[src/hdl/cdrcr_regs.svh]
// Register offsets, field positions and reset values of the per-channel control bank
`ifndef CDRCR_REGS_SVH
`define CDRCR_REGS_SVH

// ----------------------------------------------------------------------------
// Offsets
// ----------------------------------------------------------------------------
`define CDRCR_CH0_CTRL        8'h08
`define CDRCR_CH0_CFG         8'h09
`define CDRCR_CH0_STAT        8'h0A
`define CDRCR_CH1_CTRL        8'h10
`define CDRCR_CH1_CFG         8'h11
`define CDRCR_CH1_STAT        8'h12
`define CDRCR_CH2_CTRL        8'h18
`define CDRCR_CH2_CFG         8'h19
`define CDRCR_CH2_STAT        8'h1A
`define CDRCR_CH3_CTRL        8'h20
`define CDRCR_CH3_CFG         8'h21
`define CDRCR_CH3_STAT        8'h22
`define CDRCR_MAX_CH          4

// ----------------------------------------------------------------------------
// Field positions
// ----------------------------------------------------------------------------
`define CDRCR_CTRL_CLK_OFF    2
`define CDRCR_CTRL_CDR_OFF    1
`define CDRCR_CTRL_POL        0
`define CDRCR_CFG_RATE_HI     5
`define CDRCR_CFG_RATE_LO     4
`define CDRCR_CFG_LOL_IE      1
`define CDRCR_CFG_LOS_IE      0
`define CDRCR_STAT_LOL        5
`define CDRCR_STAT_LOS        4
`define CDRCR_STAT_LOL_IS     1
`define CDRCR_STAT_LOS_IS     0

// ----------------------------------------------------------------------------
// Writable masks and reset values
// ----------------------------------------------------------------------------
`define CDRCR_CTRL_MASK       8'h07
`define CDRCR_CFG_MASK        8'h33
`define CDRCR_CTRL_RESET      8'h00
`define CDRCR_CFG_RESET       8'h00

`endif

[src/hdl/cdrcr_pkg.sv]
// Types shared by the per-channel control bank
package cdrcr_pkg;

	// Decoded line rate of one channel
	typedef enum logic [1:0] {
		CDRCR_RATE_LOW,
		CDRCR_RATE_MID,
		CDRCR_RATE_HIGH
	} cdrcr_rate_t;

	// Software-visible settings of one channel
	typedef struct packed {
		logic       recovered_clock_output_off;
		logic       recovery_unit_off;
		logic       signal_detect_polarity;
		logic       line_rate_sel_hi;
		logic       line_rate_sel_lo;
		logic       lock_loss_irq_enable;
		logic       signal_loss_irq_enable;
	} cdrcr_chan_cfg_t;

	// Host register access request
	typedef struct packed {
		logic       wr;
		logic       rd;
		logic [7:0] addr;
		logic [7:0] wdata;
	} cdrcr_req_t;

endpackage : cdrcr_pkg

[src/hdl/cdrcr_sync.sv]
// Two-stage synchroniser for pin inputs
`timescale 1ns/1ps

module cdrcr_sync #(
	parameter int WIDTH = 4
) (
	input  wire logic             core_clk_i,
	input  wire logic             rst_n_i,
	input  wire logic [WIDTH-1:0] async_i,
	output logic      [WIDTH-1:0] sync_o
);

	logic [WIDTH-1:0] meta_q;
	logic [WIDTH-1:0] sync_q;

	// First stage feeds only the second stage
	always_ff @(posedge core_clk_i)
	begin
		if (!rst_n_i)
		begin
			meta_q <= '0;
			sync_q <= '0;
		end
		else
		begin
			meta_q <= async_i;
			sync_q <= meta_q;
		end
	end

	assign sync_o = sync_q;

endmodule : cdrcr_sync

[src/hdl/cdrcr_channel.sv]
// Registers and change flags of one recovery channel
`timescale 1ns/1ps
`include "cdrcr_regs.svh"

module cdrcr_channel (
	input  wire logic                       core_clk_i,
	input  wire logic                       rst_n_i,
	input  wire logic                       wr_ctrl_i,
	input  wire logic                       wr_cfg_i,
	input  wire logic                       rd_stat_i,
	input  wire logic [7:0]                 wdata_i,
	input  wire logic                       lock_loss_i,
	input  wire logic                       signal_loss_i,
	output cdrcr_pkg::cdrcr_chan_cfg_t      cfg_o,
	output logic      [7:0]                 ctrl_rd_o,
	output logic      [7:0]                 cfg_rd_o,
	output logic      [7:0]                 stat_rd_o,
	output logic                            irq_o
);
	import cdrcr_pkg::*;

	logic [7:0] ctrl_q;
	logic [7:0] cfg_q;
	logic       lol_prev_q;
	logic       los_prev_q;
	logic       primed_q;
	logic       lol_flag_q;
	logic       los_flag_q;
	logic       lol_chg;
	logic       los_chg;

	// Control register, reserved bits masked off
	always_ff @(posedge core_clk_i)
	begin
		if (!rst_n_i)
			ctrl_q <= `CDRCR_CTRL_RESET;
		else if (wr_ctrl_i)
			ctrl_q <= wdata_i & `CDRCR_CTRL_MASK;
	end

	// Configuration and enable register
	always_ff @(posedge core_clk_i)
	begin
		if (!rst_n_i)
			cfg_q <= `CDRCR_CFG_RESET;
		else if (wr_cfg_i)
			cfg_q <= wdata_i & `CDRCR_CFG_MASK;
	end

	// Previous state, primed so reset release raises no flag
	always_ff @(posedge core_clk_i)
	begin
		if (!rst_n_i)
		begin
			lol_prev_q <= 1'b0;
			los_prev_q <= 1'b0;
			primed_q   <= 1'b0;
		end
		else
		begin
			lol_prev_q <= lock_loss_i;
			los_prev_q <= signal_loss_i;
			primed_q   <= 1'b1;
		end
	end

	assign lol_chg = primed_q && (lock_loss_i != lol_prev_q);
	assign los_chg = primed_q && (signal_loss_i != los_prev_q);

	// Sticky change flags; a change in the read cycle wins
	always_ff @(posedge core_clk_i)
	begin
		if (!rst_n_i)
		begin
			lol_flag_q <= 1'b0;
			los_flag_q <= 1'b0;
		end
		else
		begin
			lol_flag_q <= lol_chg | (lol_flag_q & ~rd_stat_i);
			los_flag_q <= los_chg | (los_flag_q & ~rd_stat_i);
		end
	end

	assign ctrl_rd_o = ctrl_q;
	assign cfg_rd_o  = cfg_q;
	assign stat_rd_o = {2'b00, lock_loss_i, signal_loss_i, 2'b00, lol_flag_q, los_flag_q};

	assign cfg_o.recovered_clock_output_off = ctrl_q[`CDRCR_CTRL_CLK_OFF];
	assign cfg_o.recovery_unit_off          = ctrl_q[`CDRCR_CTRL_CDR_OFF];
	assign cfg_o.signal_detect_polarity     = ctrl_q[`CDRCR_CTRL_POL];
	assign cfg_o.line_rate_sel_hi           = cfg_q[`CDRCR_CFG_RATE_HI];
	assign cfg_o.line_rate_sel_lo           = cfg_q[`CDRCR_CFG_RATE_LO];
	assign cfg_o.lock_loss_irq_enable       = cfg_q[`CDRCR_CFG_LOL_IE];
	assign cfg_o.signal_loss_irq_enable     = cfg_q[`CDRCR_CFG_LOS_IE];

	assign irq_o = (lol_flag_q & cfg_q[`CDRCR_CFG_LOL_IE]) | (los_flag_q & cfg_q[`CDRCR_CFG_LOS_IE]);

endmodule : cdrcr_channel

[src/hdl/cdrcr_top.sv]
// Per-channel control, configuration and change-status registers of the quad recovery device
//
// Behaviour
// - Each of the four channels has its own control register at 0x08, 0x10, 0x18 and 0x20.
// - Control bit 2 set to one tristates the channel's recovered clock pair, zero keeps it driven.
// - Control bit 1 set to one disables the channel's recovery unit, zero enables it.
// - Control bit 0 picks the signal detect polarity: zero means low is present, one means high is present.
// - Each channel has a configuration and interrupt enable register at 0x09, 0x11, 0x19 and 0x21.
// - Bits 5:4 pick the channel's line rate: 00 lowest, 01 middle, 10 and 11 highest.
// - Configuration bit 1 enables the lock loss interrupt when one and masks it when zero.
// - Configuration bit 0 enables the signal loss interrupt when one and masks it when zero.
// - Unused bits of both registers read zero and ignore writes.
// - The lock loss flag sets on any lock state change, clears on read, and interrupts only when enabled.
// - The signal loss flag sets on any signal state change, clears on read, and interrupts only when enabled.
`timescale 1ns/1ps
`include "cdrcr_regs.svh"

module cdrcr_top #(
	parameter int NUM_CH = 4
) (
	input  wire logic                                core_clk_i,
	input  wire logic                                rst_n_i,
	// Host register port
	input  wire logic                                reg_wr_i,
	input  wire logic                                reg_rd_i,
	input  wire logic [7:0]                          reg_addr_i,
	input  wire logic [7:0]                          reg_wdata_i,
	output logic      [7:0]                          reg_rdata_o,
	output logic                                     reg_rvalid_o,
	output logic                                     reg_wack_o,
	output logic                                     reg_unmapped_o,
	// Channel pins and recovery loop status
	input  wire logic [NUM_CH-1:0]                   external_signal_detect_i,
	input  wire logic [NUM_CH-1:0]                   lock_loss_i,
	input  wire logic [NUM_CH-1:0]                   internal_signal_loss_i,
	output logic      [NUM_CH-1:0]                   recovered_clock_out_pair_oe_o,
	output logic      [NUM_CH-1:0]                   recovery_unit_off_o,
	output cdrcr_pkg::cdrcr_rate_t [NUM_CH-1:0]      line_rate_o,
	output logic      [NUM_CH-1:0]                   signal_present_o,
	output logic      [NUM_CH-1:0]                   signal_loss_o,
	output logic                                     irq_o
);
	import cdrcr_pkg::*;

	// ------------------------------------------------------------------------
	// Parameter check
	// ------------------------------------------------------------------------

	// Only four channel slots exist in the address map
	if (NUM_CH < 1 || NUM_CH > `CDRCR_MAX_CH)
	begin : g_bad_num_ch
		$error("cdrcr_top: NUM_CH must lie between 1 and 4");
	end

	// ------------------------------------------------------------------------
	// Declarations
	// ------------------------------------------------------------------------

	cdrcr_req_t                  req;
	cdrcr_chan_cfg_t [NUM_CH-1:0] chan_cfg;
	logic            [NUM_CH-1:0] hit_ctrl;
	logic            [NUM_CH-1:0] hit_cfg;
	logic            [NUM_CH-1:0] hit_stat;
	logic            [NUM_CH-1:0] wr_ctrl;
	logic            [NUM_CH-1:0] wr_cfg;
	logic            [NUM_CH-1:0] rd_stat;
	logic            [7:0]        ctrl_rd  [NUM_CH];
	logic            [7:0]        cfg_rd   [NUM_CH];
	logic            [7:0]        stat_rd  [NUM_CH];
	logic            [NUM_CH-1:0] chan_irq;
	logic            [NUM_CH-1:0] detect_sync;
	logic            [NUM_CH-1:0] lock_loss_sync;
	logic            [NUM_CH-1:0] int_loss_sync;
	logic            [NUM_CH-1:0] present;
	logic            [NUM_CH-1:0] loss_state;
	logic            [7:0]        rdata_d;
	logic                         mapped;
	logic            [7:0]        reg_rdata_q;
	logic                         reg_rvalid_q;
	logic                         reg_wack_q;
	logic                         reg_unmapped_q;
	logic            [NUM_CH-1:0] clk_oe_q;
	logic            [NUM_CH-1:0] cdr_off_q;
	cdrcr_rate_t     [NUM_CH-1:0] rate_q;
	logic            [NUM_CH-1:0] present_q;
	logic            [NUM_CH-1:0] loss_q;
	logic                         irq_q;

	// ------------------------------------------------------------------------
	// Address helpers
	// ------------------------------------------------------------------------

	// Control offset of a channel slot
	function automatic logic [7:0] ctrl_ofs(input int ch);
		logic [7:0] ofs;
		ofs = `CDRCR_CH0_CTRL;
		case (ch)
			1:       ofs = `CDRCR_CH1_CTRL;
			2:       ofs = `CDRCR_CH2_CTRL;
			3:       ofs = `CDRCR_CH3_CTRL;
			default: ofs = `CDRCR_CH0_CTRL;
		endcase
		return ofs;
	endfunction : ctrl_ofs

	// Configuration offset of a channel slot
	function automatic logic [7:0] cfg_ofs(input int ch);
		logic [7:0] ofs;
		ofs = `CDRCR_CH0_CFG;
		case (ch)
			1:       ofs = `CDRCR_CH1_CFG;
			2:       ofs = `CDRCR_CH2_CFG;
			3:       ofs = `CDRCR_CH3_CFG;
			default: ofs = `CDRCR_CH0_CFG;
		endcase
		return ofs;
	endfunction : cfg_ofs

	// Status offset of a channel slot
	function automatic logic [7:0] stat_ofs(input int ch);
		logic [7:0] ofs;
		ofs = `CDRCR_CH0_STAT;
		case (ch)
			1:       ofs = `CDRCR_CH1_STAT;
			2:       ofs = `CDRCR_CH2_STAT;
			3:       ofs = `CDRCR_CH3_STAT;
			default: ofs = `CDRCR_CH0_STAT;
		endcase
		return ofs;
	endfunction : stat_ofs

	// two high codes share the top rate
	function automatic cdrcr_rate_t rate_decode(input logic hi, input logic lo);
		cdrcr_rate_t r;
		r = CDRCR_RATE_LOW;
		case ({hi, lo})
			2'b00:   r = CDRCR_RATE_LOW;
			2'b01:   r = CDRCR_RATE_MID;
			2'b10:   r = CDRCR_RATE_HIGH;
			2'b11:   r = CDRCR_RATE_HIGH;
			default: r = CDRCR_RATE_LOW;
		endcase
		return r;
	endfunction : rate_decode

	// ------------------------------------------------------------------------
	// Pin synchronisers
	// ------------------------------------------------------------------------

	// Detect pin comes from the optical module, off our clock
	cdrcr_sync #(
		.WIDTH (NUM_CH)
	) u_sync_detect (
		.core_clk_i (core_clk_i),
		.rst_n_i    (rst_n_i),
		.async_i    (external_signal_detect_i),
		.sync_o     (detect_sync)
	);

	// Lock indication from the recovery loop, on its own timing
	cdrcr_sync #(
		.WIDTH (NUM_CH)
	) u_sync_lock (
		.core_clk_i (core_clk_i),
		.rst_n_i    (rst_n_i),
		.async_i    (lock_loss_i),
		.sync_o     (lock_loss_sync)
	);

	// Internal signal loss detector, same reasoning
	cdrcr_sync #(
		.WIDTH (NUM_CH)
	) u_sync_los (
		.core_clk_i (core_clk_i),
		.rst_n_i    (rst_n_i),
		.async_i    (internal_signal_loss_i),
		.sync_o     (int_loss_sync)
	);

	// ------------------------------------------------------------------------
	// Request decode
	// ------------------------------------------------------------------------

	assign req.wr    = reg_wr_i;
	assign req.rd    = reg_rd_i;
	assign req.addr  = reg_addr_i;
	assign req.wdata = reg_wdata_i;

	// Per-channel address hits and strobes
	always_comb
	begin
		hit_ctrl = '0;
		hit_cfg  = '0;
		hit_stat = '0;
		for (int ch = 0; ch < NUM_CH; ch++)
		begin
			hit_ctrl[ch] = (req.addr == ctrl_ofs(ch));
			hit_cfg[ch]  = (req.addr == cfg_ofs(ch));
			hit_stat[ch] = (req.addr == stat_ofs(ch));
		end
	end

	// Status is read-only, so a write there only acknowledges
	assign wr_ctrl = hit_ctrl & {NUM_CH{req.wr}};
	assign wr_cfg  = hit_cfg  & {NUM_CH{req.wr}};
	assign rd_stat = hit_stat & {NUM_CH{req.rd}};
	assign mapped  = |{hit_ctrl, hit_cfg, hit_stat};

	// ------------------------------------------------------------------------
	// Channel state
	// ------------------------------------------------------------------------

	// Signal present and loss state per channel
	always_comb
	begin
		present    = '0;
		loss_state = '0;
		for (int ch = 0; ch < NUM_CH; ch++)
		begin
			present[ch]    = chan_cfg[ch].signal_detect_polarity ? detect_sync[ch] : ~detect_sync[ch];
			loss_state[ch] = int_loss_sync[ch] | ~present[ch];
		end
	end

	for (genvar g = 0; g < NUM_CH; g++)
	begin : g_chan
		cdrcr_channel u_chan (
			.core_clk_i    (core_clk_i),
			.rst_n_i       (rst_n_i),
			.wr_ctrl_i     (wr_ctrl[g]),
			.wr_cfg_i      (wr_cfg[g]),
			.rd_stat_i     (rd_stat[g]),
			.wdata_i       (req.wdata),
			.lock_loss_i   (lock_loss_sync[g]),
			.signal_loss_i (loss_state[g]),
			.cfg_o         (chan_cfg[g]),
			.ctrl_rd_o     (ctrl_rd[g]),
			.cfg_rd_o      (cfg_rd[g]),
			.stat_rd_o     (stat_rd[g]),
			.irq_o         (chan_irq[g])
		);
	end

	// ------------------------------------------------------------------------
	// Read path
	// ------------------------------------------------------------------------

	// Unmapped addresses read zero
	always_comb
	begin
		rdata_d = 8'h00;
		for (int ch = 0; ch < NUM_CH; ch++)
		begin
			if (hit_ctrl[ch])
				rdata_d = ctrl_rd[ch];
			else if (hit_cfg[ch])
				rdata_d = cfg_rd[ch];
			else if (hit_stat[ch])
				rdata_d = stat_rd[ch];
		end
	end

	// Read data and answer strobes, one cycle after the request
	always_ff @(posedge core_clk_i)
	begin
		if (!rst_n_i)
		begin
			reg_rdata_q    <= 8'h00;
			reg_rvalid_q   <= 1'b0;
			reg_wack_q     <= 1'b0;
			reg_unmapped_q <= 1'b0;
		end
		else
		begin
			reg_rvalid_q   <= req.rd;
			reg_wack_q     <= req.wr;
			reg_unmapped_q <= (req.rd | req.wr) & ~mapped;
			// Data held until the next read
			if (req.rd)
				reg_rdata_q <= rdata_d;
		end
	end

	// ------------------------------------------------------------------------
	// Output registers
	// ------------------------------------------------------------------------

	// Registered so pins never see decode glitches, at one cycle of latency
	always_ff @(posedge core_clk_i)
	begin
		if (!rst_n_i)
		begin
			clk_oe_q  <= '1;
			cdr_off_q <= '0;
			rate_q    <= '{default: CDRCR_RATE_LOW};
			present_q <= '0;
			loss_q    <= '0;
		end
		else
		begin
			for (int ch = 0; ch < NUM_CH; ch++)
			begin
				clk_oe_q[ch]  <= ~chan_cfg[ch].recovered_clock_output_off;
				cdr_off_q[ch] <= chan_cfg[ch].recovery_unit_off;
				rate_q[ch]    <= rate_decode(chan_cfg[ch].line_rate_sel_hi, chan_cfg[ch].line_rate_sel_lo);
			end
			present_q <= present;
			loss_q    <= loss_state;
		end
	end

	// Any channel raises the shared interrupt
	always_ff @(posedge core_clk_i)
	begin
		if (!rst_n_i)
			irq_q <= 1'b0;
		else
			irq_q <= |chan_irq;
	end

	assign reg_rdata_o                   = reg_rdata_q;
	assign reg_rvalid_o                  = reg_rvalid_q;
	assign reg_wack_o                    = reg_wack_q;
	assign reg_unmapped_o                = reg_unmapped_q;
	assign recovered_clock_out_pair_oe_o = clk_oe_q;
	assign recovery_unit_off_o           = cdr_off_q;
	assign line_rate_o                   = rate_q;
	assign signal_present_o              = present_q;
	assign signal_loss_o                 = loss_q;
	assign irq_o                         = irq_q;

endmodule : cdrcr_top

[config.mk]
export PLATFORM = sky130hd
export DESIGN_NAME = cdrcr_top
export DESIGN_NICKNAME = d
export VERILOG_FILES = /design/src/hdl/cdrcr_pkg.sv /design/src/hdl/cdrcr_sync.sv /design/src/hdl/cdrcr_channel.sv /design/src/hdl/cdrcr_top.sv
export VERILOG_INCLUDE_DIRS = /design/src /design/src/hdl
export SDC_FILE = /design/constraint.sdc
export NUM_CORES = 1
export LEC_CHECK = 0
export BUFFER_PORTS_ARGS = -buffer_cell sky130_fd_sc_hd__buf_2
export CAP_MARGIN = 15
export CORE_AREA = 2 2 92 94
export CTS_CLUSTER_DIAMETER = 100
export CTS_CLUSTER_SIZE = 30
export DETAILED_ROUTE_END_ITERATION = 6
export DIE_AREA = 0 0 94 96
export GPL_TIMING_DRIVEN = 1
export PLACE_DENSITY = 0.74
export RECOVER_POWER = 25
export SETUP_SLACK_MARGIN = 0.2
export SLEW_MARGIN = 20
export SYNTH_ARGS = -nofsm -noshare
export SYNTH_HDL_FRONTEND = slang
export SYNTH_SLANG_ARGS = --single-unit
[constraint.sdc]
create_clock -name core_clk_i -period 1.4 [get_ports core_clk_i]
set_input_delay 0.07 -clock core_clk_i [delete_from_list [all_inputs] [get_ports core_clk_i]]
set_output_delay 0.07 -clock core_clk_i [all_outputs]
set_load 0.02 [all_outputs]
[Yosys cells after proc, flatten, opt, wreduce, memory -nomap -nowiden]
Cells that the tools add are included.
Widths: inputs -> output; s select.
Storage, ports and cells
  register bits after elaboration: 105
  word-level logic and storage cells: 169
  output and inout bits: 36
Cells by class
  reduce and logical (&&, ||, !) cells: 18
  bitwise operators: 54
  multiplexer cells: 21
  equal/unequal tests: 32
Operators by type and width (count)
  $mux 8: 9
  $eq 8x5->1 const B: 6
  $eq 8x4->1 const B: 3
  $eq 8x6->1 const B: 3
  $pmux 2 s3: 4
  $mux 6: 3
  $and 1x1->1: 17
  $not 1->1: 17
  $or 1x1->1: 17
  $eq 2x2->1 const B: 8
  $and 4x4->4: 3
  $reduce_or 12->1: 1
  $eq 2x1->1 const B: 4
  $logic_and 1x1->1: 8
  $logic_not 2->1: 4
  $ne 1x1->1: 8
  $reduce_or 2->1: 4
  $mux 1: 5
  $reduce_or 4->1: 1

[Depth between registers and ports, before layout]
  depth after elaboration: 16
  depth in mapped cells: 8

[By module]
A second synthesis with hierarchy kept.
Unflattened totals
  cell total of the unflattened synthesis: 621
  area, all modules: 5627.9 µm²
Modules (own cells, without submodules)
  cdrcr_top: area each 2524.9 µm², seq. area each 720.7 µm², cells each 321, times used 1
  cdrcr_channel: area each 618.1 µm², seq. area each 240.2 µm², cells each 63, times used 4
  cdrcr_sync: area each 210.2 µm², seq. area each 160.2 µm², cells each 16, times used 3

[Worst setup path after synthesis]
Ideal clock, no wire load.
  path kind: reg2reg
  start: reg g_chan[2].u_chan.ctrl_q[0]
  end: reg reg_rdata_q[4] (netlist: reg_rdata_o[4])
  data required time: 1.313 ns
  path buffers: 0
  slack: 0.037 ns
  data arrival time: 1.276 ns
  cell stages (with the launch flop): 7
  path through: dfxtp_1 -> xor2_1 -> o21ai_1 -> a211oi_1 -> nand3_1 -> o211a_1 -> o31ai_1
On the way
  cells in the longest elaborated chain, start to end: 9
RTL lines
  from (decl): RTL line cdrcr_channel.sv:22  | logic [7:0] ctrl_q;
  from (signal assigned): RTL line cdrcr_channel.sv:36  | ctrl_q <= `CDRCR_CTRL_RESET;
  from (signal assigned): RTL line cdrcr_channel.sv:38  | ctrl_q <= wdata_i & `CDRCR_CTRL_MASK;
  $mux 1: RTL line cdrcr_top.sv:220  | present[ch] = chan_cfg[ch].signal_detect_polarity ? detect_sync[ch] : ~detect_sync[ch];
  $not 1->1: RTL line cdrcr_top.sv:221  | loss_state[ch] = int_loss_sync[ch] | ~present[ch];
  $or 1x1->1: RTL line cdrcr_top.sv:221
  $mux 8: RTL line cdrcr_top.sv:258  | else if (hit_stat[ch])
  $mux 8: RTL line cdrcr_top.sv:256  | else if (hit_cfg[ch])
  $mux 8: RTL line cdrcr_top.sv:254  | if (hit_ctrl[ch])
  $mux 8: RTL line cdrcr_top.sv:258
  $mux 8: RTL line cdrcr_top.sv:256
  $mux 8: RTL line cdrcr_top.sv:254
  to (signal assigned): RTL line cdrcr_top.sv:280  | reg_rdata_q <= rdata_d;
  to (decl): RTL line cdrcr_top.sv:78  | logic [7:0] reg_rdata_q;
Every way passes these cells.
A chain may end at the register's enable or synchronous reset.

[Worst setup path in the final report]
  start: reg g_chan[1].u_chan.ctrl_q[0]
  end: reg reg_rdata_q[4] (netlist: reg_rdata_o[4])
On the way
  cells in the longest elaborated chain, start to end: 12
RTL lines (RTL line)
  from (decl): cdrcr_channel.sv:22
  from (signal assigned): cdrcr_channel.sv:36
  from (signal assigned): cdrcr_channel.sv:38
  $mux 1: cdrcr_top.sv:220
  $not 1->1: cdrcr_top.sv:221
  $or 1x1->1: cdrcr_top.sv:221
  $mux 8: cdrcr_top.sv:258
  $mux 8: cdrcr_top.sv:256
  $mux 8: cdrcr_top.sv:254
  $mux 8: cdrcr_top.sv:258
  $mux 8: cdrcr_top.sv:256
  $mux 8: cdrcr_top.sv:254
  $mux 8: cdrcr_top.sv:258
  $mux 8: cdrcr_top.sv:256
  $mux 8: cdrcr_top.sv:254
Every way passes these cells.

==> flow_summary.toml <==
[yosys]
ys_warn_count = 0
ys_seq_area_frac = 0.501
synth_async_sr_flop_share = 0
synth_area_um2 = 3920
synth_area_leaders = "dfxtp_1 50%, mux2i_1 7.2%, and2_1 5.9%"
synth-seq-cells = 98
synth.avg_cell_area_um2 = 9.44
synth_edf_count = 0
yosys.area.top_type_share = 0.501
syn-instance-count = 415
yosys.area.top_type = "dfxtp_1"
synth-main-ff-cell = "dfxtp_1"
yosysUniqueCellTypes = 46

[clock_tree]
cts_tree = "done"
htreeDepth = 3
cts_buffers = 9
clkTransAtPathRegs_ns = 0.10
cts_buffer_depth = 2
clock_sinks = 98
clock_latency_ns = 0.38
cts_root_buffer = "clkbuf_8"

[die]
io_pins = 68
die_height_um = 96
core_region_area_um2 = 8050
rows = 33
start_util = 0.487
die_w_um = 94
dieArea_um2 = 9020

[route]
post_drt_wl_per_cell_um = 17.7
vias_per_cell = 5.20
wirelength_mm = 11.4
first_pass_iters = 4
remaining_drc_errors = 0
drt_iter0_drc = 127
vias = 3336
ant_nets = 0

[flow_run]
cap_violations = 0

[critical_path]
cp_slowest_cell = "dfxtp_4"
endpoint_kind = "register"
worst-setup-path-type = "reg -> reg"
required_ns = 1.70
critical_path.cell_chain = "xor2_2, nor2_1, buf_4, o2bb2ai_2, a21oi_1, o211a_1, o31ai_2"
cp_top_family = "compound AO/OA/AOI/OAI gates"
cp-start-kind = "register"
critPathBufInv = 1
rr_worst_depth = 7
critical_path_depth = 7
crit_path_max_fanout = 3
cp.arrival_ns = 1.68
cp_slowest_stage_delay_ns = 0.37

[sta]
finalCritPeriodShare = 0.985
final-hold-violation-count = 0
period_needed_ns = 1.38
slew_headroom = 0.446
rsz0062_at_grt = "true"
drv_slew = 0
setup_violations = 0
setup_ws_ns = 0.0207
fmax_ghz = 0.725
fin_tns_setup_ns = 0
clock_skew_ns = 0.0133
worst_slew_pin_slew_ns = 0.831

[global_route]
grt_pass1_vias = 3228
grt_pass1_wl_mm = 17.7
globalRouteTotalUtil = 0.265
grt_max_degree = 54
overflow = 0
antenna_found_initial = 0

[worst_hold_path]
hold_path.class = "in -> reg"
min_path_cells = 2

[placement]
port_buffers = 61
placed_area_um2 = 4680
dp_hpwl_mm = 8.33
post-place-ws_ns = -0.151
gp_congestion = 0.908

[cells_and_area]
syn2layout_area_growth_pct = 32.2
utilization = 0.644
final_cell_mix = "86 x dfxtp_1, 60 x buf_2, 56 x buf_4, 55 x nor2_1, 37 x and2_1"
drive_above_1_share = 0.328
n_antenna_cell = 0
fin_area_um2 = 5180
nets = 564
final_common_cell = "dfxtp_1"

[power]
leakagePower_uw = 0.00234
peakVddDrop_mv = 0.759
power.density_nw_per_um2 = 1010

[status]
status = "completed"
power by group:
part           internal, uW  leakage [uW]  switching, uW
Sequential             2860      0.000806           48.6
Clock                   677     0.0000897           1080
Combinational           267       0.00144            327
Total                  3800       0.00234           1450
metal layers:
layer  GRT usage  share of wire
met5           0              0
met4      0.0845          0.012
met3      0.0415          0.046
met2       0.447           0.50
met1       0.351           0.44
metrics by stage:
stage	instances	power [uW]	hold WS [ns]
6_report	642	5260	0.0162
5_1_grt	642	5460	0.0247
4_1_cts	639	5260	0.00273
3_5_place_dp	607	3500	0.281
3_3_place_gp	607	3500	0.275
2_1_floorplan	417	3260	0.0977
Yosys cell counts, types with 7 or more instances:
| cell | instances |
|---|---|
| dfxtp_1 | 98 |
| nor2_1 | 58 |
| and2_1 | 37 |
| mux2i_1 | 28 |
| nand2_1 | 23 |
| nand3_1 | 18 |
| clkbuf_1 | 16 |
| a22oi_1 | 14 |
| a21oi_1 | 13 |
| xor2_1 | 9 |
| buf_2 | 8 |
| buf_4 | 8 |
| nor3_1 | 7 |
| o21ai_0 | 7 |
| o21ai_1 | 7 |
logic make-up after synthesis:
| family | count (synthesis) | synth area share |
|---|---|---|
| AND/OR/NAND/NOR | 169 | 0.231 |
| flip-flops | 98 | 0.501 |
| AO/OA/AOI/OAI | 71 | 0.123 |
| buffers and inverters | 35 | 0.0437 |
| multiplexers | 28 | 0.0715 |
| XOR/XNOR | 13 | 0.0291 |
| other | 1 | 0.000957 |
path summary, 6_finish.rpt:
path | slack, ns | endpoint | start
max | 0.02 | reg_rdata_o[4]$_SDFFE_PN0P_ | g_chan[1].u_chan.ctrl_rd_o[0]$_SDFFE_PN0P_
min | 0.02 | reg_wack_o$_SDFF_PN0_ | rst_n_i
max reg2reg | 0.02 | reg_rdata_o[4]$_SDFFE_PN0P_ | g_chan[1].u_chan.ctrl_rd_o[0]$_SDFFE_PN0P_
min reg2reg | 0.41 | recovered_clock_out_pair_oe_o[1]$_SDFF_PN1_ | g_chan[1].u_chan.ctrl_rd_o[2]$_SDFFE_PN0P_
flip-flops by register name, summed over array words and instances (netlist names), 5 cells and up:
register / flops
g_chan.u_chan.cfg_rd_o: 16
reg_rdata_o: 5
g_chan.u_chan.ctrl_rd_o: 12
line_rate_o: 8
area by class of cell:
class,count,area (um2)
fillers,660,2870
flip-flops and latches,98,1980
multi-input cells,284,1940
repair buffers,136,930
well taps,105,131
clock buffers,9,124
clock inverters,7,60.1
inverters,3,11.3
worst reg2reg max path, cell delays in order, from the launching register on:
cell and delay [ns]:
dfxtp_4 0.37, xor2_2 0.15, nor2_1 0.06, buf_4 0.15, o2bb2ai_2 0.11, a21oi_1 0.05, o211a_1 0.25, o31ai_2 0.16
repair_timing:
item | 4_1_cts | 5_1_grt
pin swaps | 13 | 9
setup endpoints to repair | 8 | 13
gates resized for setup | 21 | 17
setup buffers | 1 | 3
endpoints found under the hold margin | 17 | 0
hold buffers | 15 | 0
(Power assumes the default switching activity.)
